## src/common/ipm_pkg.sv

```systemverilog
// Package for the inter-processor mailbox and FIFO block
`default_nettype none
package ipm_pkg;
    // Register indices on each side's register port (no offsets printed)
    localparam logic [4:0] M_FIFO_CS = 5'h00;
    localparam logic [4:0] M_RX_DATA = 5'h01;
    localparam logic [4:0] M_TX_DATA = 5'h02;
    localparam logic [4:0] M_MBX_BASE = 5'h10;
    localparam logic [4:0] S_CTRL = 5'h00;
    localparam logic [4:0] S_STAT = 5'h01;
    localparam logic [4:0] S_MBX_RDY = 5'h02;
    localparam logic [4:0] S_FIFO_CS = 5'h03;
    localparam logic [4:0] S_TX_DATA = 5'h04;
    localparam logic [4:0] S_RX_DATA = 5'h05;
    localparam logic [4:0] S_MBX_BASE = 5'h10;
    // FIFO status field positions, m2s in the upper byte, s2m in the lower
    localparam int M2S_EN_BIT = 15;
    localparam int M2S_OF_BIT = 11;
    localparam int M2S_UF_BIT = 10;
    localparam int M2S_FULL_BIT = 9;
    localparam int M2S_EMPTY_BIT = 8;
    localparam int S2M_EN_BIT = 7;
    localparam int S2M_OF_BIT = 3;
    localparam int S2M_UF_BIT = 2;
    localparam int S2M_FULL_BIT = 1;
    localparam int S2M_EMPTY_BIT = 0;
    // Slave control and status field positions
    localparam int THR_LSB = 10;
    localparam int REQ_BIT = 9;
    localparam int ACK_BIT = 8;
    localparam int MRST_IE_BIT = 7;
    localparam int MRST_BIT = 15;
    localparam int PWR_LSB = 12;
    // Threshold codes
    localparam logic [1:0] THR_FIRST = 2'h0;
    localparam logic [1:0] THR_HALF = 2'h1;
    localparam logic [1:0] THR_3Q = 2'h2;
    localparam logic [1:0] THR_FULL = 2'h3;
    // Reset values
    localparam logic [15:0] ZERO16 = 16'h0000;
    // Register access bundle
    typedef struct packed {
        logic wr;
        logic rd;
        logic [4:0] addr;
        logic [15:0] wdata;
    } ipm_req_t;
endpackage
`default_nettype wire

```

## src/ipm_mailbox.sv

```systemverilog
// Inter-processor mailbox, FIFOs and cross requests between two cores
// Notes on behaviour
// Direction bit one: slave writes, master read-only
// Direction bit zero: master writes, resets zero
// Eight ready flags set by transmitter write
// Bit 15 enables m2s FIFO, clearing empties
// Bit 7 enables s2m FIFO, clearing empties
// m2s overflow/underflow sticky until disable
// m2s full flag after filling write
// m2s empty flag, reset one
// Disable sets empty until master writes
// s2m full flag after filling write
// s2m empty flag, reset one
// s2m overflow bit 3, underflow bit 2
// Oldest s2m word on master data-out
// Threshold selects s2m data-valid interrupt
// Slave request bit 9 interrupts master
// Acknowledge without request is protocol error
// Master-reset interrupt gated by enable bit 7
// Master-in-reset status, rising edge interrupts
// Master low-power state two-bit field
// Mirror master request and acknowledge to slave
// Slave sees both FIFOs' status bits
// Slave push and pop data registers
// FIFO depth parameter 16 to 32
// Overflow on full write, underflow empty read
`timescale 1ns/1ps
`default_nettype none
module ipm_mailbox #(
    parameter int DEPTH = 16,
    parameter logic [15:0] MBX_DIR = 16'h0000,
    parameter logic [15:0] HS_EN = 16'hFFFF
) (
    input wire logic clk,
    input wire logic rst,
    input wire ipm_pkg::ipm_req_t m_req,
    output logic [15:0] m_rdata,
    input wire ipm_pkg::ipm_req_t s_req,
    output logic [15:0] s_rdata,
    input wire logic m_irq_req,
    input wire logic m_ack,
    input wire logic m_in_reset,
    input wire logic [1:0] m_low_power,
    output logic s2m_req_irq,
    output logic s_ack_out,
    output logic s_ack_err,
    output logic m_ack_err,
    output logic m_rst_irq,
    output logic s2m_valid_irq
);
    localparam int AW = $clog2(DEPTH);
    localparam int CW = AW + 1;
    ////////////////////////////////////////////////////////////////////////
    // Register state
    logic [15:0] mbx_r [16]; // Mailbox words
    logic [7:0] rdy_r; // Ready flags A..H, one per low mailbox word
    logic [15:0] m2s_mem_r [DEPTH];
    logic [15:0] s2m_mem_r [DEPTH];
    logic [AW-1:0] m2s_wp_r, m2s_rp_r, s2m_wp_r, s2m_rp_r;
    logic [CW-1:0] m2s_cnt_r, s2m_cnt_r;
    logic m2s_en_r, s2m_en_r; // Enable controls
    logic m2s_of_r, m2s_uf_r, s2m_of_r, s2m_uf_r; // Sticky error flags
    logic [1:0] thr_r; // Data-valid threshold
    logic req_r, ack_r, mrst_ie_r; // Slave control bits
    logic mrst_d_r; // Previous master-reset level
    logic [15:0] m_rdata_r, s_rdata_r;
    // Pointer advance, wrapping at the parameterised depth
    function automatic logic [AW-1:0] bump(input logic [AW-1:0] p);
        bump = (p == AW'(DEPTH - 1)) ? '0 : AW'(p + 1'b1);
    endfunction
    // Mailbox index decode
    function automatic logic is_mbx(input logic [4:0] a);
        is_mbx = a[4];
    endfunction
    ////////////////////////////////////////////////////////////////////////
    // Access decode
    wire logic m2s_push = m_req.wr && m_req.addr == ipm_pkg::M_TX_DATA && m2s_en_r;
    wire logic m2s_pop = s_req.rd && s_req.addr == ipm_pkg::S_RX_DATA && m2s_en_r;
    wire logic s2m_push = s_req.wr && s_req.addr == ipm_pkg::S_TX_DATA && s2m_en_r;
    wire logic s2m_pop = m_req.rd && m_req.addr == ipm_pkg::M_RX_DATA && s2m_en_r;
    wire logic m2s_full = m2s_cnt_r == CW'(DEPTH);
    wire logic m2s_empty = m2s_cnt_r == '0;
    wire logic s2m_full = s2m_cnt_r == CW'(DEPTH);
    wire logic s2m_empty = s2m_cnt_r == '0;
    wire logic m2s_wok = m2s_push && !m2s_full;
    wire logic m2s_rok = m2s_pop && !m2s_empty;
    wire logic s2m_wok = s2m_push && !s2m_full;
    wire logic s2m_rok = s2m_pop && !s2m_empty;
    ////////////////////////////////////////////////////////////////////////
    // Mailbox words and ready flags
    always_ff @(posedge clk) begin
        if (rst) begin
            for (int i = 0; i < 16; i++) begin
                mbx_r[i] <= ipm_pkg::ZERO16;
            end
            rdy_r <= '0;
        end else begin
            for (int i = 0; i < 16; i++) begin
                // Master owns the word when its direction bit is zero
                if (!MBX_DIR[i] && m_req.wr && is_mbx(m_req.addr)
                    && m_req.addr[3:0] == 4'(i)) begin
                    mbx_r[i] <= m_req.wdata;
                end else if (MBX_DIR[i] && s_req.wr && is_mbx(s_req.addr)
                             && s_req.addr[3:0] == 4'(i)) begin
                    mbx_r[i] <= s_req.wdata;
                end
            end
            for (int i = 0; i < 8; i++) begin
                // Flag i tracks word i; the receiver's read drains it, a write sets it
                if (!HS_EN[i]) begin
                    rdy_r[i] <= 1'b0;
                end else if ((!MBX_DIR[i] && m_req.wr && is_mbx(m_req.addr)
                              && m_req.addr[3:0] == 4'(i))
                             || (MBX_DIR[i] && s_req.wr && is_mbx(s_req.addr)
                                 && s_req.addr[3:0] == 4'(i))) begin
                    rdy_r[i] <= 1'b1;
                end else if ((!MBX_DIR[i] && s_req.rd && is_mbx(s_req.addr)
                              && s_req.addr[3:0] == 4'(i))
                             || (MBX_DIR[i] && m_req.rd && is_mbx(m_req.addr)
                                 && m_req.addr[3:0] == 4'(i))) begin
                    rdy_r[i] <= 1'b0;
                end
            end
        end
    end
    ////////////////////////////////////////////////////////////////////////
    // Master control: FIFO enables
    always_ff @(posedge clk) begin
        if (rst) begin
            m2s_en_r <= 1'b0;
            s2m_en_r <= 1'b0;
        end else if (m_req.wr && m_req.addr == ipm_pkg::M_FIFO_CS) begin
            m2s_en_r <= m_req.wdata[ipm_pkg::M2S_EN_BIT];
            s2m_en_r <= m_req.wdata[ipm_pkg::S2M_EN_BIT];
        end
    end
    ////////////////////////////////////////////////////////////////////////
    // Master-to-slave FIFO; disable returns it to empty
    always_ff @(posedge clk) begin
        if (rst || !m2s_en_r) begin
            m2s_wp_r <= '0;
            m2s_rp_r <= '0;
            m2s_cnt_r <= '0;
        end else begin
            if (m2s_wok) begin
                m2s_wp_r <= bump(m2s_wp_r);
            end
            if (m2s_rok) begin
                m2s_rp_r <= bump(m2s_rp_r);
            end
            m2s_cnt_r <= CW'(m2s_cnt_r + CW'(m2s_wok) - CW'(m2s_rok));
        end
    end
    // Storage needs no reset; pointers guard it
    always_ff @(posedge clk) begin
        if (m2s_wok) begin
            m2s_mem_r[m2s_wp_r] <= m_req.wdata;
        end
        if (s2m_wok) begin
            s2m_mem_r[s2m_wp_r] <= s_req.wdata;
        end
    end
    // Sticky errors; only a disable clears the m2s pair
    always_ff @(posedge clk) begin
        if (rst || !m2s_en_r) begin
            m2s_of_r <= 1'b0;
            m2s_uf_r <= 1'b0;
        end else begin
            if (m2s_push && m2s_full) begin
                m2s_of_r <= 1'b1;
            end
            if (m2s_pop && m2s_empty) begin
                m2s_uf_r <= 1'b1;
            end
        end
    end
    ////////////////////////////////////////////////////////////////////////
    // Slave-to-master FIFO
    always_ff @(posedge clk) begin
        if (rst || !s2m_en_r) begin
            s2m_wp_r <= '0;
            s2m_rp_r <= '0;
            s2m_cnt_r <= '0;
        end else begin
            if (s2m_wok) begin
                s2m_wp_r <= bump(s2m_wp_r);
            end
            if (s2m_rok) begin
                s2m_rp_r <= bump(s2m_rp_r);
            end
            s2m_cnt_r <= CW'(s2m_cnt_r + CW'(s2m_wok) - CW'(s2m_rok));
        end
    end
    // Overflow cleared by disable; underflow also by a master write of 0
    always_ff @(posedge clk) begin
        if (rst || !s2m_en_r) begin
            s2m_of_r <= 1'b0;
            s2m_uf_r <= 1'b0;
        end else begin
            if (s2m_push && s2m_full) begin
                s2m_of_r <= 1'b1;
            end
            // Set beats clear when both land together
            if (s2m_pop && s2m_empty) begin
                s2m_uf_r <= 1'b1;
            end else if (m_req.wr && m_req.addr == ipm_pkg::M_FIFO_CS
                         && !m_req.wdata[ipm_pkg::S2M_UF_BIT]) begin
                s2m_uf_r <= 1'b0;
            end
        end
    end
    ////////////////////////////////////////////////////////////////////////
    // Data-valid interrupt after a slave write reaches the threshold
    logic [CW-1:0] thr_lvl;
    always_comb begin
        case (thr_r)
            ipm_pkg::THR_FULL: thr_lvl = CW'(DEPTH);
            ipm_pkg::THR_3Q: thr_lvl = CW'((DEPTH * 3) / 4);
            ipm_pkg::THR_HALF: thr_lvl = CW'(DEPTH / 2);
            default: thr_lvl = CW'(1);
        endcase
    end
    always_ff @(posedge clk) begin
        if (rst) begin
            s2m_valid_irq <= 1'b0;
        end else begin
            // A pop in the same cycle leaves the level where it was
            s2m_valid_irq <= s2m_wok
                             && (CW'(s2m_cnt_r + 1'b1 - CW'(s2m_rok)) >= thr_lvl);
        end
    end
    ////////////////////////////////////////////////////////////////////////
    // Slave control register
    always_ff @(posedge clk) begin
        if (rst) begin
            thr_r <= ipm_pkg::THR_FIRST;
            req_r <= 1'b0;
            ack_r <= 1'b0;
            mrst_ie_r <= 1'b0;
        end else if (s_req.wr && s_req.addr == ipm_pkg::S_CTRL) begin
            thr_r <= s_req.wdata[ipm_pkg::THR_LSB +: 2];
            req_r <= s_req.wdata[ipm_pkg::REQ_BIT];
            ack_r <= s_req.wdata[ipm_pkg::ACK_BIT];
            mrst_ie_r <= s_req.wdata[ipm_pkg::MRST_IE_BIT];
        end
    end
    // Request, ack and protocol-error levels toward the master
    always_ff @(posedge clk) begin
        if (rst) begin
            s2m_req_irq <= 1'b0;
            s_ack_out <= 1'b0;
            s_ack_err <= 1'b0;
            m_ack_err <= 1'b0;
        end else begin
            s2m_req_irq <= req_r;
            s_ack_out <= ack_r;
            s_ack_err <= ack_r && !m_irq_req;
            m_ack_err <= m_ack && !req_r;
        end
    end
    // Master-reset event, one pulse on the rising edge of the status
    always_ff @(posedge clk) begin
        if (rst) begin
            mrst_d_r <= 1'b0;
            m_rst_irq <= 1'b0;
        end else begin
            mrst_d_r <= m_in_reset;
            m_rst_irq <= mrst_ie_r && m_in_reset && !mrst_d_r;
        end
    end
    ////////////////////////////////////////////////////////////////////////
    // Status words
    logic [15:0] fifo_cs;
    always_comb begin
        fifo_cs = ipm_pkg::ZERO16;
        fifo_cs[ipm_pkg::M2S_EN_BIT] = m2s_en_r;
        fifo_cs[ipm_pkg::M2S_OF_BIT] = m2s_of_r;
        fifo_cs[ipm_pkg::M2S_UF_BIT] = m2s_uf_r;
        fifo_cs[ipm_pkg::M2S_FULL_BIT] = m2s_full;
        fifo_cs[ipm_pkg::M2S_EMPTY_BIT] = m2s_empty;
        fifo_cs[ipm_pkg::S2M_EN_BIT] = s2m_en_r;
        fifo_cs[ipm_pkg::S2M_OF_BIT] = s2m_of_r;
        fifo_cs[ipm_pkg::S2M_UF_BIT] = s2m_uf_r;
        fifo_cs[ipm_pkg::S2M_FULL_BIT] = s2m_full;
        fifo_cs[ipm_pkg::S2M_EMPTY_BIT] = s2m_empty;
    end
    logic [15:0] s_stat;
    always_comb begin
        s_stat = ipm_pkg::ZERO16;
        s_stat[ipm_pkg::MRST_BIT] = m_in_reset;
        // Reserved code passes through unchanged
        s_stat[ipm_pkg::PWR_LSB +: 2] = m_low_power;
        s_stat[ipm_pkg::REQ_BIT] = m_irq_req;
        s_stat[ipm_pkg::ACK_BIT] = m_ack;
    end
    ////////////////////////////////////////////////////////////////////////
    // Read data, registered; a read takes effect the cycle it is presented
    always_ff @(posedge clk) begin
        if (rst) begin
            m_rdata_r <= ipm_pkg::ZERO16;
        end else if (m_req.rd) begin
            if (is_mbx(m_req.addr)) begin
                m_rdata_r <= mbx_r[m_req.addr[3:0]];
            end else if (m_req.addr == ipm_pkg::M_FIFO_CS) begin
                m_rdata_r <= fifo_cs;
            end else if (m_req.addr == ipm_pkg::M_RX_DATA) begin
                m_rdata_r <= s2m_empty ? ipm_pkg::ZERO16 : s2m_mem_r[s2m_rp_r];
            end else if (m_req.addr == ipm_pkg::M_TX_DATA) begin
                m_rdata_r <= ipm_pkg::ZERO16;
            end else begin
                m_rdata_r <= ipm_pkg::ZERO16;
            end
        end
    end
    always_ff @(posedge clk) begin
        if (rst) begin
            s_rdata_r <= ipm_pkg::ZERO16;
        end else if (s_req.rd) begin
            if (is_mbx(s_req.addr)) begin
                s_rdata_r <= mbx_r[s_req.addr[3:0]];
            end else begin
                case (s_req.addr)
                    ipm_pkg::S_CTRL: s_rdata_r <= {4'h0, thr_r, req_r, ack_r, mrst_ie_r, 7'h00};
                    ipm_pkg::S_STAT: s_rdata_r <= s_stat;
                    ipm_pkg::S_MBX_RDY: s_rdata_r <= {8'h00, rdy_r[7:0]};
                    ipm_pkg::S_FIFO_CS: s_rdata_r <= fifo_cs;
                    ipm_pkg::S_RX_DATA: s_rdata_r <= m2s_empty ? ipm_pkg::ZERO16
                                                              : m2s_mem_r[m2s_rp_r];
                    default: s_rdata_r <= ipm_pkg::ZERO16;
                endcase
            end
        end
    end
    assign m_rdata = m_rdata_r;
    assign s_rdata = s_rdata_r;
    ////////////////////////////////////////////////////////////////////////
    // Checks
    a_m2s_of_sticky: assert property (@(posedge clk) disable iff (rst)
        m2s_of_r && m2s_en_r |=> m2s_of_r) else $error("m2s overflow lost");
    a_m2s_full_set: assert property (@(posedge clk) disable iff (rst)
        m2s_wok && !m2s_rok && m2s_cnt_r == CW'(DEPTH - 1) |=> m2s_full)
        else $error("m2s full missing");
    a_m2s_dis_empty: assert property (@(posedge clk) disable iff (rst)
        !m2s_en_r |=> m2s_empty) else $error("disabled m2s not empty");
    // A push on a full FIFO overflows even beside a master pop; this check takes a lone push
    a_s2m_full_of: assert property (@(posedge clk) disable iff (rst)
        s2m_push && s2m_full && !s2m_pop |=> s2m_of_r && s2m_full)
        else $error("s2m overflow missed");
    a_s2m_uf_set: assert property (@(posedge clk) disable iff (rst)
        s2m_pop && s2m_empty |=> s2m_uf_r) else $error("s2m underflow missed");
    a_mrst_edge_irq: assert property (@(posedge clk) disable iff (rst)
        m_rst_irq |-> $past(m_in_reset) && $past(mrst_ie_r))
        else $error("spurious master reset irq");
    a_req_follows: assert property (@(posedge clk) disable iff (rst)
        $rose(req_r) |=> s2m_req_irq) else $error("request not raised");
    a_ack_err_flag: assert property (@(posedge clk) disable iff (rst)
        ack_r && !m_irq_req |=> s_ack_err) else $error("ack error missed");
    a_s2m_dis_clear: assert property (@(posedge clk) disable iff (rst)
        !s2m_en_r |=> s2m_empty && !s2m_of_r) else $error("s2m disable failed");
    a_m2s_uf_set: assert property (@(posedge clk) disable iff (rst)
        m2s_pop && m2s_empty |=> m2s_uf_r) else $error("m2s underflow missed");
    a_s2m_full_set: assert property (@(posedge clk) disable iff (rst)
        s2m_wok && !s2m_rok && s2m_cnt_r == CW'(DEPTH - 1) |=> s2m_full)
        else $error("s2m full missing");
    a_m2s_empty_hold: assert property (@(posedge clk) disable iff (rst)
        m2s_empty && !m2s_wok |=> m2s_empty) else $error("m2s empty dropped");
    a_mrst_irq_pulse: assert property (@(posedge clk) disable iff (rst)
        m_rst_irq |=> !m_rst_irq) else $error("reset irq too long");
    a_valid_irq_src: assert property (@(posedge clk) disable iff (rst)
        s2m_valid_irq |-> $past(s2m_wok)) else $error("valid irq without write");
    a_s_ack_follows: assert property (@(posedge clk) disable iff (rst)
        $rose(ack_r) |=> s_ack_out) else $error("ack not passed on");
endmodule
`default_nettype wire

```

## config.mk

```make
export PLATFORM = sky130hd
export DESIGN_NAME = ipm_mailbox
export DESIGN_NICKNAME = d
export VERILOG_FILES = /design/src/common/ipm_pkg.sv /design/src/ipm_mailbox.sv
export SDC_FILE = /design/constraint.sdc
export NUM_CORES = 1
export LEC_CHECK = 0
export ABC_CLOCK_PERIOD_IN_PS = 3500
export BUFFER_PORTS_ARGS = -buffer_cell sky130_fd_sc_hd__buf_4
export CORE_AREA = 2 2 409 208
export CTS_CLUSTER_DIAMETER = 40
export DETAILED_ROUTE_END_ITERATION = 8
export DIE_AREA = 0 0 411 210
export SETUP_SLACK_MARGIN = 0.5
export SYNTH_ARGS = -nofsm -noshare
export SYNTH_HDL_FRONTEND = slang
export SYNTH_SLANG_ARGS = --single-unit
```

## constraint.sdc

```tcl
create_clock -name clk -period 3.5 [get_ports clk]
set_clock_uncertainty 0.15 [all_clocks]
set_input_delay 0.35 -clock clk [delete_from_list [all_inputs] [get_ports clk]]
set_output_delay 0.35 -clock clk [all_outputs]
set_load 0.005 [all_outputs]
```

==> results of run 1 <==
==> final timing paths <==
| path | slack [ps] | to | cells past startpoint |
|---|---|---|---|
| worst max-delay path | 430 | s2m_valid_irq$_SDFF_PP0_ | 15 |
| worst min-delay path | 80 | s2m_of_r$_SDFFE_PP0P_ | 4 |
| worst max register to register | 430 | s2m_valid_irq$_SDFF_PP0_ | 15 |
| worst min register to register | 340 | m_ack_err$_SDFF_PP0_ | 1 |
==> worst register-to-register path: cells and delay by family (launching register included) <==
family	cells	cell delay, ps
flops	1	340
simple gates	5	930
buf+inv	4	430
compound gates	3	470
fa+ha+maj	3	630
==> registers in the layout, summed over array words and instances (netlist names), 2 cells and up, named ones only <==
signal / count
rdy_r: 8
s2m_mem_r: 256
m2s_cnt_r: 5
thr_r: 2
m2s_wp_r: 4
m2s_rp_r: 4
m2s_mem_r: 256
s_rdata: 16
s2m_rp_r: 4
m_rdata: 16
mbx_r: 256
s2m_cnt_r: 5
s2m_wp_r: 4
==> kinds of logic (layout without fill, tap and decap cells) <==
kind of cell,after synthesis,after routing,share of synthesized area
other,0,1,0
AOI/OAI and AO/OA,221,221,0.0421
muxes,337,337,0.176
buffers and inverters,204,492,0.0266
and+or+nand+nor,521,521,0.0655
adders and majority gates,36,36,0.0126
xor gates and xnor gates,13,13,0.00308
DFF,860,860,0.674
==> layout by cell type, fill, tap and decap left out, types with 8 or more instances in the layout <==
| master | synthesis | routed |
|---|---|---|
| sky130_fd_sc_hd__mux4_2 | 250 | 250 |
| sky130_fd_sc_hd__clkbuf_1 | 64 | 9 |
| sky130_fd_sc_hd__a211oi_1 | 15 | 15 |
| sky130_fd_sc_hd__o21ai_1 | 9 | 9 |
| sky130_fd_sc_hd__a22oi_1 | 8 | 8 |
| sky130_fd_sc_hd__a22o_1 | 15 | 15 |
| sky130_fd_sc_hd__nor2_2 | 3 | 27 |
| sky130_fd_sc_hd__o211ai_1 | 15 | 15 |
| sky130_fd_sc_hd__nand2_1 | 117 | 117 |
| sky130_fd_sc_hd__inv_1 | 53 | 46 |
| sky130_fd_sc_hd__o21ai_0 | 20 | 20 |
| sky130_fd_sc_hd__o221ai_1 | 13 | 13 |
| sky130_fd_sc_hd__ha_1 | 34 | 27 |
| sky130_fd_sc_hd__a21o_1 | 12 | 12 |
| sky130_fd_sc_hd__clkinv_2 | 1 | 15 |
| sky130_fd_sc_hd__clkinv_4 | 0 | 9 |
| sky130_fd_sc_hd__dfxtp_1 | 92 | 80 |
| sky130_fd_sc_hd__a311oi_1 | 8 | 8 |
| sky130_fd_sc_hd__nand3_1 | 24 | 24 |
| sky130_fd_sc_hd__nand2b_1 | 46 | 46 |
| sky130_fd_sc_hd__nor3_1 | 21 | 13 |
| sky130_fd_sc_hd__mux2i_1 | 82 | 82 |
| sky130_fd_sc_hd__buf_12 | 0 | 19 |
| sky130_fd_sc_hd__a21oi_1 | 54 | 51 |
| sky130_fd_sc_hd__dfxtp_2 | 0 | 10 |
| sky130_fd_sc_hd__nor2_1 | 247 | 223 |
| sky130_fd_sc_hd__edfxtp_1 | 768 | 768 |
| sky130_fd_sc_hd__clkbuf_16 | 0 | 91 |
| sky130_fd_sc_hd__dlygate4sd3_1 | 0 | 42 |
| sky130_fd_sc_hd__nor3_4 | 1 | 8 |
| sky130_fd_sc_hd__nor2b_1 | 15 | 14 |
| sky130_fd_sc_hd__buf_4 | 24 | 219 |
| sky130_fd_sc_hd__clkinv_1 | 0 | 8 |
==> routing by layer <==
metal | wire (µm) | share of wire
met4 | 1600 | 0.015
met2 | 43200 | 0.40
met5 | 0 | 0
met3 | 13500 | 0.13
met1 | 48700 | 0.46
==> layout make-up <==
class / count / area, µm² / area share
clock buffer: 101 / 2320 / 0.0538
tap: 1116 / 1400 / 0.0323
inverter: 55 / 214 / 0.00495
clock inverter: 56 / 579 / 0.0134
multi-input combinational: 1128 / 11400 / 0.263
timing repair buffer: 280 / 2440 / 0.0565
antenna: 1 / 2.50 / 0.0000579
sequential: 860 / 24900 / 0.576
==> through the flow <==
stage | std cells | total power [mW]
global placement | 3381 | 12.9
CTS | 3587 | 22.4
finish | 3597 | 22.3
floorplan | 2192 | 12.4
global route | 3597 | 22.9
detailed placement | 3381 | 12.9
==> power breakdown <==
part / internal (mW) / total [mW] / leakage [nW] / switching (mW)
logic: 0.517 / 1.26 / 4.97 / 0.740
clock network: 5.35 / 9.51 / 1.41 / 4.16
registers: 11.4 / 11.5 / 7.81 / 0.129
==> timing repair <==
action | CTS | global route
endpoints found under the setup margin | 5 | 9
hold endpoints to repair | 534 | 0
buffers inserted | 7 | 9
pin swaps | 12 | 18
resized for setup | 21 | 20
gates cloned | 0 | 0
hold buffers | 42 | 0
==> reports/qor.tcl, run 1 <==
set qor(power_per_cell_area_mw_per_mm2) 515
set qor(tritoncts) {yes}
set qor(timing.final.ws_setup_ps) 426
set qor(global_route.usage.met2) 0.331
set qor(worst_ep_required_ps) 3890
set qor(average_wire_per_cell_in_the_routed_design_um) 29.7
set qor(finalCriticalPeriod_ps) 3070
set qor(post_dp_cell_area_mm2) 0.0396
set qor(largest_net_degree_at_the_start_of_global_routing) 74
set qor(lkg_pwr_nw) 14.2
set qor(warnings_from_yosys) 0
set qor(floorplan.die.height_um) 210
set qor(dpl_worst_slack_ps) 193
set qor(post_cts_clock_slew_at_the_launch_and_capture_registers_of_the_worst_setup_and_hold_paths_ps) 60
set qor(detailedPlacementHpwl_um) 72700
set qor(antenna_violating_nets_post_route) 0
set qor(worstHoldPathType) {in -> reg}
set qor(placementRows) 75
set qor(clock_network_latency_to_the_later_pin_of_the_worst_skew_pair_ps) 670
set qor(globalRouteTotalUtil) 0.251
set qor(rsz0062_at_grt) {yes}
set qor(initial_utilization) 0.445
set qor(grt-busiest-layer) {met1}
set qor(cts_max_path_buffers) 3
set qor(fmaxAchievable_ghz) 0.325
set qor(drv.max_cap_violation_count) 0
set qor(peakVddDrop_uv) 359
set qor(ys_seq_area_frac) 0.674
set qor(cts-htree-levels) 3
set qor(critical_path.startpoint_type) {register}
set qor(io_buffer_count) 90
set qor(global_route.usage.met3) 0.0711
set qor(synthArstFlopShare) 0
set qor(synth_top_area_cell) {sky130_fd_sc_hd__edfxtp_1}
set qor(setup.worst_path.start) {s2m_cnt_r[2]$_SDFF_PP0_}
set qor(synthCells) 2192
set qor(drt-vias-per-instance) 6.12
set qor(drtIter0Drc) 3513
set qor(clock_tree.root_cell) {sky130_fd_sc_hd__clkbuf_16}
set qor(finalSetupViolCount) 0
set qor(syn-cell-area_mm2) 0.0369
set qor(sequence_of_cells_on_the_critical_path) {inv_2 > ha_4 > nor4b_4 > buf_4 > nor3_4 > nand3_4 > buf_12 > ha_4 > inv_2 > ha_4 > or3b_4 > a21o_1 > a21o_1 > a21oi_2 > nor3_1}
set qor(postSynthNetCount) 2281
set qor(setup.worst_path.end_class) {register}
set qor(area.growth.synth_to_final_pct) 17.0
set qor(netlist_top_cells_count) {sky130_fd_sc_hd__edfxtp_1, sky130_fd_sc_hd__mux4_2, sky130_fd_sc_hd__nor2_1, sky130_fd_sc_hd__nand2_1, sky130_fd_sc_hd__dfxtp_1}
set qor(grt_overflow) 0
set qor(design.core.area_mm2) 0.0830
set qor(dr.pass1.iters) 6
set qor(max_slew.worst_pin.slew_ps) 1020
set qor(synthesis.area_per_instance_um2) 16.9
set qor(critPathTopFamily) {simple AND/OR/NAND/NOR gates}
set qor(floorplan.die_area_mm2) 0.0863
set qor(wl_um) 107000
set qor(antenna_violations_before_repair) 1
set qor(cts_made_buffers) 85
set qor(fill_cells) 6690
set qor(worst-path-max-fanout) 3
set qor(synth_edf_count) 768
set qor(synth.distinct_cells) 75
set qor(ff_to_ff_start) {s2m_cnt_r[2]$_SDFF_PP0_}
set qor(chipWidth_um) 411
set qor(drive_gt1_frac) 0.293
set qor(timing.final.hold_violations) 0
set qor(crit_path_max_incr_delay_ps) 360
set qor(synth_top_cell_area_share) 0.624
set qor(crit_arrival_ps) 3460
set qor(hold-worst-slack_ps) 76.6
set qor(grt_first_pass_wirelength_um) 155000
set qor(final_core_util) 0.521
set qor(synth_top_cells_by_area) {sky130_fd_sc_hd__edfxtp_1, sky130_fd_sc_hd__mux4_2, sky130_fd_sc_hd__dfxtp_1}
set qor(first_global_vias) 21900
set qor(crit_path_most_repeated_cell) {sky130_fd_sc_hd__ha_4}
set qor(cp.buffers_inverters) 4
set qor(via_count) 22000
set qor(slew_viol_final) 0
set qor(numClockSinks) 860
set qor(maxSlewHeadroom) 0.323
set qor(place_congestion) 0.886
set qor(fin_nets) 2499
set qor(synth_top_flop_cell) {sky130_fd_sc_hd__edfxtp_1}
set qor(critical_path.slowest_cell) {sky130_fd_sc_hd__or3b_4}
set qor(layout_worst_path_cycle_share) 0.878
set qor(post-route-drc-count) 0
set qor(post-route-cell-area_mm2) 0.0432
set qor(classification_of_the_worst_setup_path) {reg -> reg}
set qor(num_io_pins) 91
set qor(status) {finished, final reports clean}
set qor(global_route.usage.met1) 0.407
set qor(yosysMostFrequentCell) {sky130_fd_sc_hd__edfxtp_1}
set qor(hold_start) {s_req[18]}
set qor(ys_ff_latch) 860
set qor(fin_tns_setup_ps) 0
(Power assumes the default switching activity.)
==> run 2, diff against run 1 <==
--- a/config.mk
+++ b/config.mk
@@ -7,10 +7,13 @@
 export LEC_CHECK = 0
 export ABC_CLOCK_PERIOD_IN_PS = 3500
 export BUFFER_PORTS_ARGS = -buffer_cell sky130_fd_sc_hd__buf_4
+export CELL_PAD_IN_SITES_DETAIL_PLACEMENT = 1
+export CELL_PAD_IN_SITES_GLOBAL_PLACEMENT = 2
 export CORE_AREA = 2 2 409 208
 export CTS_CLUSTER_DIAMETER = 40
 export DETAILED_ROUTE_END_ITERATION = 8
 export DIE_AREA = 0 0 411 210
+export PLACE_DENSITY_LB_ADDON = 0.1
 export SETUP_SLACK_MARGIN = 0.5
 export SYNTH_ARGS = -nofsm -noshare
 export SYNTH_HDL_FRONTEND = slang
==> run 2 against run 1 <==
Power up 1.0%; fmax up 2.9%; routed wire length up 9.7%; non-clock buffer count up 5; sequential cell count unchanged; core utilization up 0.11 points; combinational power up 3%; register-to-register slack better by 90 ps; design area up 0.20%; global-route usage up 2.4 points; first-iteration DRC count down 18%; critical path type unchanged; critical endpoint is now m2s_cnt_r[4]$_SDFF_PP0_; largest cell class unchanged; largest power group unchanged.
==> reports/qor.tcl, run 2 (same netlist as run 1, synthesis figures left out) <==
set qor(status) {finished, final reports clean}
set qor(antenna_violating_nets_post_route) 0
set qor(crit_arrival_ps) 3420
set qor(wl_um) 117000
set qor(power_per_cell_area_mw_per_mm2) 520
set qor(fin_tns_setup_ps) 0
set qor(cts-htree-levels) 3
set qor(fin_nets) 2508
set qor(fmaxAchievable_ghz) 0.335
set qor(worst-path-max-fanout) 2
set qor(layout_commonest_cell) {sky130_fd_sc_hd__edfxtp_1}
set qor(floorplan.die.height_um) 210
set qor(grt_overflow) 0
set qor(cts_max_path_buffers) 3
set qor(layout_worst_path_cycle_share) 0.853
set qor(fill_cells) 7706
set qor(cts_made_buffers) 89
set qor(critical_path.startpoint_type) {register}
set qor(placementRows) 75
set qor(net_switching_component_of_the_power_mw) 5.13
set qor(setup.worst_path.end_class) {register}
set qor(dr.pass1.iters) 7
set qor(cell_internal_pwr_mw) 17.4
set qor(drv.max_cap_violation_count) 0
set qor(clock_tree.root_cell) {sky130_fd_sc_hd__clkbuf_16}
set qor(combPwrFrac) 0.058
set qor(floorplan.die_area_mm2) 0.0863
set qor(drive_gt1_frac) 0.297
set qor(post_dp_cell_area_mm2) 0.0396
set qor(lkg_pwr_nw) 14.2
set qor(post-route-drc-count) 0
set qor(worstHoldPathType) {in -> reg}
set qor(worst_ep_required_ps) 3930
set qor(slew_viol_final) 0
set qor(area.growth.synth_to_final_pct) 17.3
set qor(via_count) 22300
set qor(reg.largest.list) {m2s_mem_r x256, mbx_r x256, s2m_mem_r x256}
set qor(timing.final.hold_violations) 0
set qor(initial_utilization) 0.445
set qor(classification_of_the_worst_setup_path) {reg -> reg}
set qor(rsz0062_at_grt) {yes}
set qor(largest_net_degree_at_the_start_of_global_routing) 74
set qor(drtIter0Drc) 2887
set qor(finalCriticalPeriod_ps) 2990
set qor(tritoncts) {yes}
set qor(maxSlewHeadroom) 0.237
set qor(globalRouteTotalUtil) 0.275
set qor(grt_first_pass_wirelength_um) 168000
set qor(first_global_vias) 22400
set qor(drt-vias-per-instance) 6.19
set qor(finalSetupViolCount) 0
set qor(design.core.area_mm2) 0.0830
set qor(numClockSinks) 860
set qor(clock_power_share) 0.430
set qor(mostFrequentLayoutCells) {sky130_fd_sc_hd__edfxtp_1, sky130_fd_sc_hd__mux4_2, sky130_fd_sc_hd__buf_4}
set qor(chipWidth_um) 411
set qor(num_io_pins) 91
set qor(place_congestion) 0.870
set qor(max_slew.worst_pin.slew_ps) 1140
set qor(antenna_violations_before_repair) 1
set qor(detailedPlacementHpwl_um) 79600
set qor(post-route-cell-area_mm2) 0.0433
set qor(seqPwrFrac) 0.512
set qor(p_sw_frac) 0.228
set qor(io_buffer_count) 90
set qor(clock_network_latency_to_the_later_pin_of_the_worst_skew_pair_ps) 670
set qor(post_cts_clock_slew_at_the_launch_and_capture_registers_of_the_worst_setup_and_hold_paths_ps) 60
set qor(peakVddDrop_uv) 346
set qor(average_wire_per_cell_in_the_routed_design_um) 32.5
## run 2: cell types whose count changed in the layout (fill, tap and decap cells not counted), moves of 3 or more
cell	delta
sky130_fd_sc_hd__buf_4	+7
sky130_fd_sc_hd__clkbuf_1	+10
sky130_fd_sc_hd__clkinv_1	-3
sky130_fd_sc_hd__clkinv_2	-9
sky130_fd_sc_hd__clkinv_8	-4
sky130_fd_sc_hd__ha_4	+3
sky130_fd_sc_hd__inv_1	-5
sky130_fd_sc_hd__inv_2	+4
sky130_fd_sc_hd__inv_6	+6
## run 2: path summary, 6_finish.rpt
kind | depth (start not counted) | slack (ps) | startpoint | end
max | 15 | 510 | m2s_cnt_r[3]$_SDFF_PP0_ | m2s_cnt_r[4]$_SDFF_PP0_
min | 4 | 50 | m_req[22] | s2m_en_r$_SDFFE_PP0P_
max reg2reg | 15 | 510 | m2s_cnt_r[3]$_SDFF_PP0_ | m2s_cnt_r[4]$_SDFF_PP0_
min reg2reg | 2 | 340 | rdy_r[5]$_SDFFE_PP0P_ | rdy_r[5]$_SDFFE_PP0P_
## run 2: what timing repair did
| action | in CTS | in global routing |
|---|---|---|
| endpoints found under the setup margin | 8 | 3 |
| setup buffers | 12 | 8 |
| endpoints found under the hold margin | 535 | 0 |
| gates resized for setup | 26 | 29 |
| pin swaps | 12 | 16 |
| hold buffers | 42 | 0 |
## run 2: layout make-up
| cell class | count | area [µm²] | share of cell area |
|---|---|---|---|
| inverters | 55 | 216 | 0.00500 |
| diodes | 1 | 2.50 | 0.0000577 |
| multi-input cells | 1128 | 11400 | 0.263 |
| well taps | 1116 | 1400 | 0.0322 |
| flip-flops and latches | 860 | 24900 | 0.575 |
| repair buffers | 285 | 2460 | 0.0567 |
| clock inverters | 47 | 512 | 0.0118 |
| clock buffers | 114 | 2410 | 0.0557 |
## run 2: critical path, stage by stage (launching register included)
cell and delay, ps:
sky130_fd_sc_hd__dfxtp_2 340, sky130_fd_sc_hd__inv_2 50, sky130_fd_sc_hd__ha_4 160, sky130_fd_sc_hd__and4bb_4 230, sky130_fd_sc_hd__nor4b_4 360, sky130_fd_sc_hd__inv_1 90
sky130_fd_sc_hd__ha_1 290, sky130_fd_sc_hd__inv_2 40, sky130_fd_sc_hd__ha_4 160, sky130_fd_sc_hd__inv_4 50, sky130_fd_sc_hd__fa_2 200, sky130_fd_sc_hd__inv_2 40
sky130_fd_sc_hd__a21oi_2 130, sky130_fd_sc_hd__nor2_2 60, sky130_fd_sc_hd__or3_4 380, sky130_fd_sc_hd__a21oi_2 160
## run 2: per-stage QoR
stage                     utilization  hold WS (ps)  cells  worst slack, ps  power (mW)
after floorplan                     -           272   2192              506        12.4
final                           0.522          51.5   3606              514        22.5
after global placement          0.478           314   3382              225        13.0
after detailed placement        0.478           323   3382              107        13.0
after CTS                       0.520         0.591   3597              504        22.7
after global routing            0.522          41.1   3605              428        23.1
## run 2: power by group through the flow
stage          logic [mW]  clock network [mW]  registers [mW]
3_5_place_dp         1.25                   0            11.8
2_1_floorplan       0.669                   0            11.7
3_3_place_gp         1.22                   0            11.7
6_report             1.30                9.69            11.5
4_1_cts              1.29                9.83            11.5
5_1_grt              1.37                10.2            11.6
## run 2: layer usage
metal / global-route usage / wire length (µm) / vias up
met5: 0 / 0 / -
met4: 0.0479 / 1540 / 0
met3: 0.0584 / 11200 / 128
met2: 0.356 / 47000 / 1088
met1: 0.469 / 57700 / 12000
li1: - / - / 9121
==> run 3, diff against run 2 <==
--- a/config.mk
+++ b/config.mk
@@ -7,13 +7,10 @@
 export LEC_CHECK = 0
 export ABC_CLOCK_PERIOD_IN_PS = 3500
 export BUFFER_PORTS_ARGS = -buffer_cell sky130_fd_sc_hd__buf_4
-export CELL_PAD_IN_SITES_DETAIL_PLACEMENT = 1
-export CELL_PAD_IN_SITES_GLOBAL_PLACEMENT = 2
 export CORE_AREA = 2 2 409 208
 export CTS_CLUSTER_DIAMETER = 40
 export DETAILED_ROUTE_END_ITERATION = 8
 export DIE_AREA = 0 0 411 210
-export PLACE_DENSITY_LB_ADDON = 0.1
 export SETUP_SLACK_MARGIN = 0.5
 export SYNTH_ARGS = -nofsm -noshare
 export SYNTH_HDL_FRONTEND = slang
==> constraint.sdc (replaced) <==
create_clock -name clk -period 3.5 [get_ports clk]
set_clock_uncertainty 0.15 [all_clocks]
set_input_delay 0.7 -clock clk [delete_from_list [all_inputs] [get_ports clk]]
set_output_delay 0.7 -clock clk [all_outputs]
set_load 0.005 [all_outputs]
==> run 3 against run 2 <==
Register-to-register slack worse by 20 ps; largest power group unchanged; global-route usage is 2.5 points lower; worst setup slack worse by 16 ps; count of clock-buffer cells in the layout is 12 lower; via count is 1.6% lower; fmax is 0.52% lower; critical path depth is 3 higher; core utilization is 0.14 points lower; largest cell class unchanged; sequential power hardly changed.
==> reports/qor.tcl, run 3 (same netlist as run 1, synthesis figures left out) <==
set qor(average_wire_per_cell_in_the_routed_design_um) 29.9
set qor(floorplan.die_area_mm2) 0.0863
set qor(mostFrequentLayoutCells) {sky130_fd_sc_hd__edfxtp_1, sky130_fd_sc_hd__mux4_2, sky130_fd_sc_hd__buf_4}
set qor(fin_nets) 2483
set qor(drt-vias-per-instance) 6.14
set qor(crit_arrival_ps) 3380
set qor(post-route-drc-count) 0
set qor(antenna_violating_nets_post_route) 0
set qor(final_core_util) 0.521
set qor(antenna_violations_before_repair) 0
set qor(lkg_pwr_nw) 14.2
set qor(layout_commonest_cell) {sky130_fd_sc_hd__edfxtp_1}
set qor(clock_network_latency_to_the_later_pin_of_the_worst_skew_pair_ps) 670
set qor(io_buffer_count) 90
set qor(worstHoldPathType) {in -> reg}
set qor(antennaDiodeCount) 0
set qor(maxSlewHeadroom) 0.303
set qor(via_count) 22000
set qor(classification_of_the_worst_setup_path) {reg -> reg}
set qor(largest_net_degree_at_the_start_of_global_routing) 77
set qor(num_io_pins) 91
set qor(worst-path-max-fanout) 2
set qor(rsz0062_at_grt) {yes}
set qor(drive_gt1_frac) 0.304
set qor(chipWidth_um) 411
set qor(globalRouteTotalUtil) 0.250
set qor(reg.largest.list) {m2s_mem_r x256, mbx_r x256, s2m_mem_r x256}
set qor(drv.max_cap_violation_count) 0
set qor(worst_ep_required_ps) 3870
set qor(status) {finished, final reports clean}
set qor(detailedPlacementHpwl_um) 74500
set qor(slew_viol_final) 0
set qor(clock_tree.root_cell) {sky130_fd_sc_hd__clkbuf_16}
set qor(finalCriticalPeriod_ps) 3000
set qor(post_cts_clock_slew_at_the_launch_and_capture_registers_of_the_worst_setup_and_hold_paths_ps) 60
set qor(grt_overflow) 0
set qor(cts.hold.buffers_added) 0
set qor(finalSetupViolCount) 0
set qor(timing.final.hold_violations) 0
set qor(power_per_cell_area_mw_per_mm2) 521
set qor(post-route-cell-area_mm2) 0.0432
set qor(cts_max_path_buffers) 3
set qor(dr.pass1.iters) 5
set qor(numClockSinks) 860
set qor(critical_path.startpoint_type) {register}
set qor(placementRows) 75
set qor(floorplan.die.height_um) 210
set qor(initial_utilization) 0.445
set qor(place_congestion) 0.877
set qor(cts_made_buffers) 84
set qor(drtIter0Drc) 3121
set qor(design.core.area_mm2) 0.0830
set qor(setup.worst_path.end_class) {register}
set qor(wl_um) 107000
set qor(grt_first_pass_wirelength_um) 154000
set qor(first_global_vias) 21400
set qor(fmaxAchievable_ghz) 0.333
set qor(area.growth.synth_to_final_pct) 17.0
set qor(post_dp_cell_area_mm2) 0.0400
set qor(peakVddDrop_uv) 337
set qor(cts-htree-levels) 3
set qor(layout_worst_path_cycle_share) 0.858
set qor(max_slew.worst_pin.slew_ps) 1050
set qor(tritoncts) {yes}
[run 3: cell count changes in the layout (fill, tap and decap cells not counted), sizes merged]
cell / before / now
buf: 243 / 265
bufinv: 7 / 14
clkbuf: 114 / 102
clkinv: 19 / 29
clkinvlp: 7 / 4
diode: 1 / 0
dlygate4sd3: 42 / 0
inv: 69 / 60
[run 3: worst max-delay path, stage by stage (launching register included)]
cell                       delay [ps]
sky130_fd_sc_hd__dfxtp_2          340
sky130_fd_sc_hd__inv_2             50
sky130_fd_sc_hd__ha_4             160
sky130_fd_sc_hd__nor4b_4          130
sky130_fd_sc_hd__buf_4            160
sky130_fd_sc_hd__nor3_4           230
sky130_fd_sc_hd__nand3_4          150
sky130_fd_sc_hd__buf_6            170
sky130_fd_sc_hd__clkinv_8          40
sky130_fd_sc_hd__ha_4             180
sky130_fd_sc_hd__inv_2             60
sky130_fd_sc_hd__ha_4             130
sky130_fd_sc_hd__inv_2             40
sky130_fd_sc_hd__fa_2             360
sky130_fd_sc_hd__inv_1             60
sky130_fd_sc_hd__a21oi_1           60
sky130_fd_sc_hd__o21bai_1         180
sky130_fd_sc_hd__xnor2_1          140
sky130_fd_sc_hd__nor2_1            60
[run 3: routing by layer]
layer | global-route usage | part of all wire
met5 | 0 | 0
met4 | 0.0476 | 0.014
met2 | 0.311 | 0.39
met3 | 0.0873 | 0.14
met1 | 0.415 | 0.46
[run 3: final timing paths]
kind                                           endpoint  slack [ps]  cells past startpoint                    start
worst max-delay path            s2m_cnt_r[4]$_SDFF_PP0_         500                     18  s2m_cnt_r[2]$_SDFF_PP0_
worst min-delay path               s_ack_err$_SDFF_PP0_          50                      2                m_irq_req
worst max register to register  s2m_cnt_r[4]$_SDFF_PP0_         500                     18  s2m_cnt_r[2]$_SDFF_PP0_
worst min register to register    rdy_r[3]$_SDFFE_PP0P_         340                      2    rdy_r[3]$_SDFFE_PP0P_
[run 3: metrics by stage]
step | hold slack (ps) | worst slack, ps | cells | TNS [ps] | power (mW)
finish | 52.4 | 498 | 3578 | 0 | 22.5
global route | 39.5 | 392 | 3578 | 0 | 23.1
CTS | 8.59 | 507 | 3571 | 0 | 22.6
detailed placement | 332 | -83.1 | 3410 | -135 | 12.9
global placement | 312 | -138 | 3410 | -212 | 12.9
floorplan | 285 | 139 | 2192 | 0 | 12.4
[run 3: power breakdown]
part           switching, mW  internal, mW  leakage (nW)
sequential             0.135          11.4          7.81
clock                   4.06          5.70          1.44
combinational          0.720         0.496          4.98
total                   4.91          17.6          14.2
[run 3: repair_timing]
| item | CTS | global route |
|---|---|---|
| buffers inserted | 7 | 7 |
| cloned | 0 | 0 |
| endpoints found under the setup margin | 2 | 3 |
| endpoints found under the hold margin | 0 | 0 |
| resized for setup | 10 | 22 |
| pin swaps | 8 | 23 |
[run 3: layout make-up]
class	count	area, µm²
fillers	6623	39700
flip-flops and latches	860	24900
multi-input cells	1128	11400
repair buffers	265	2330
clock buffers	102	2250
well taps	1116	1400
clock inverters	52	723
inverters	55	219
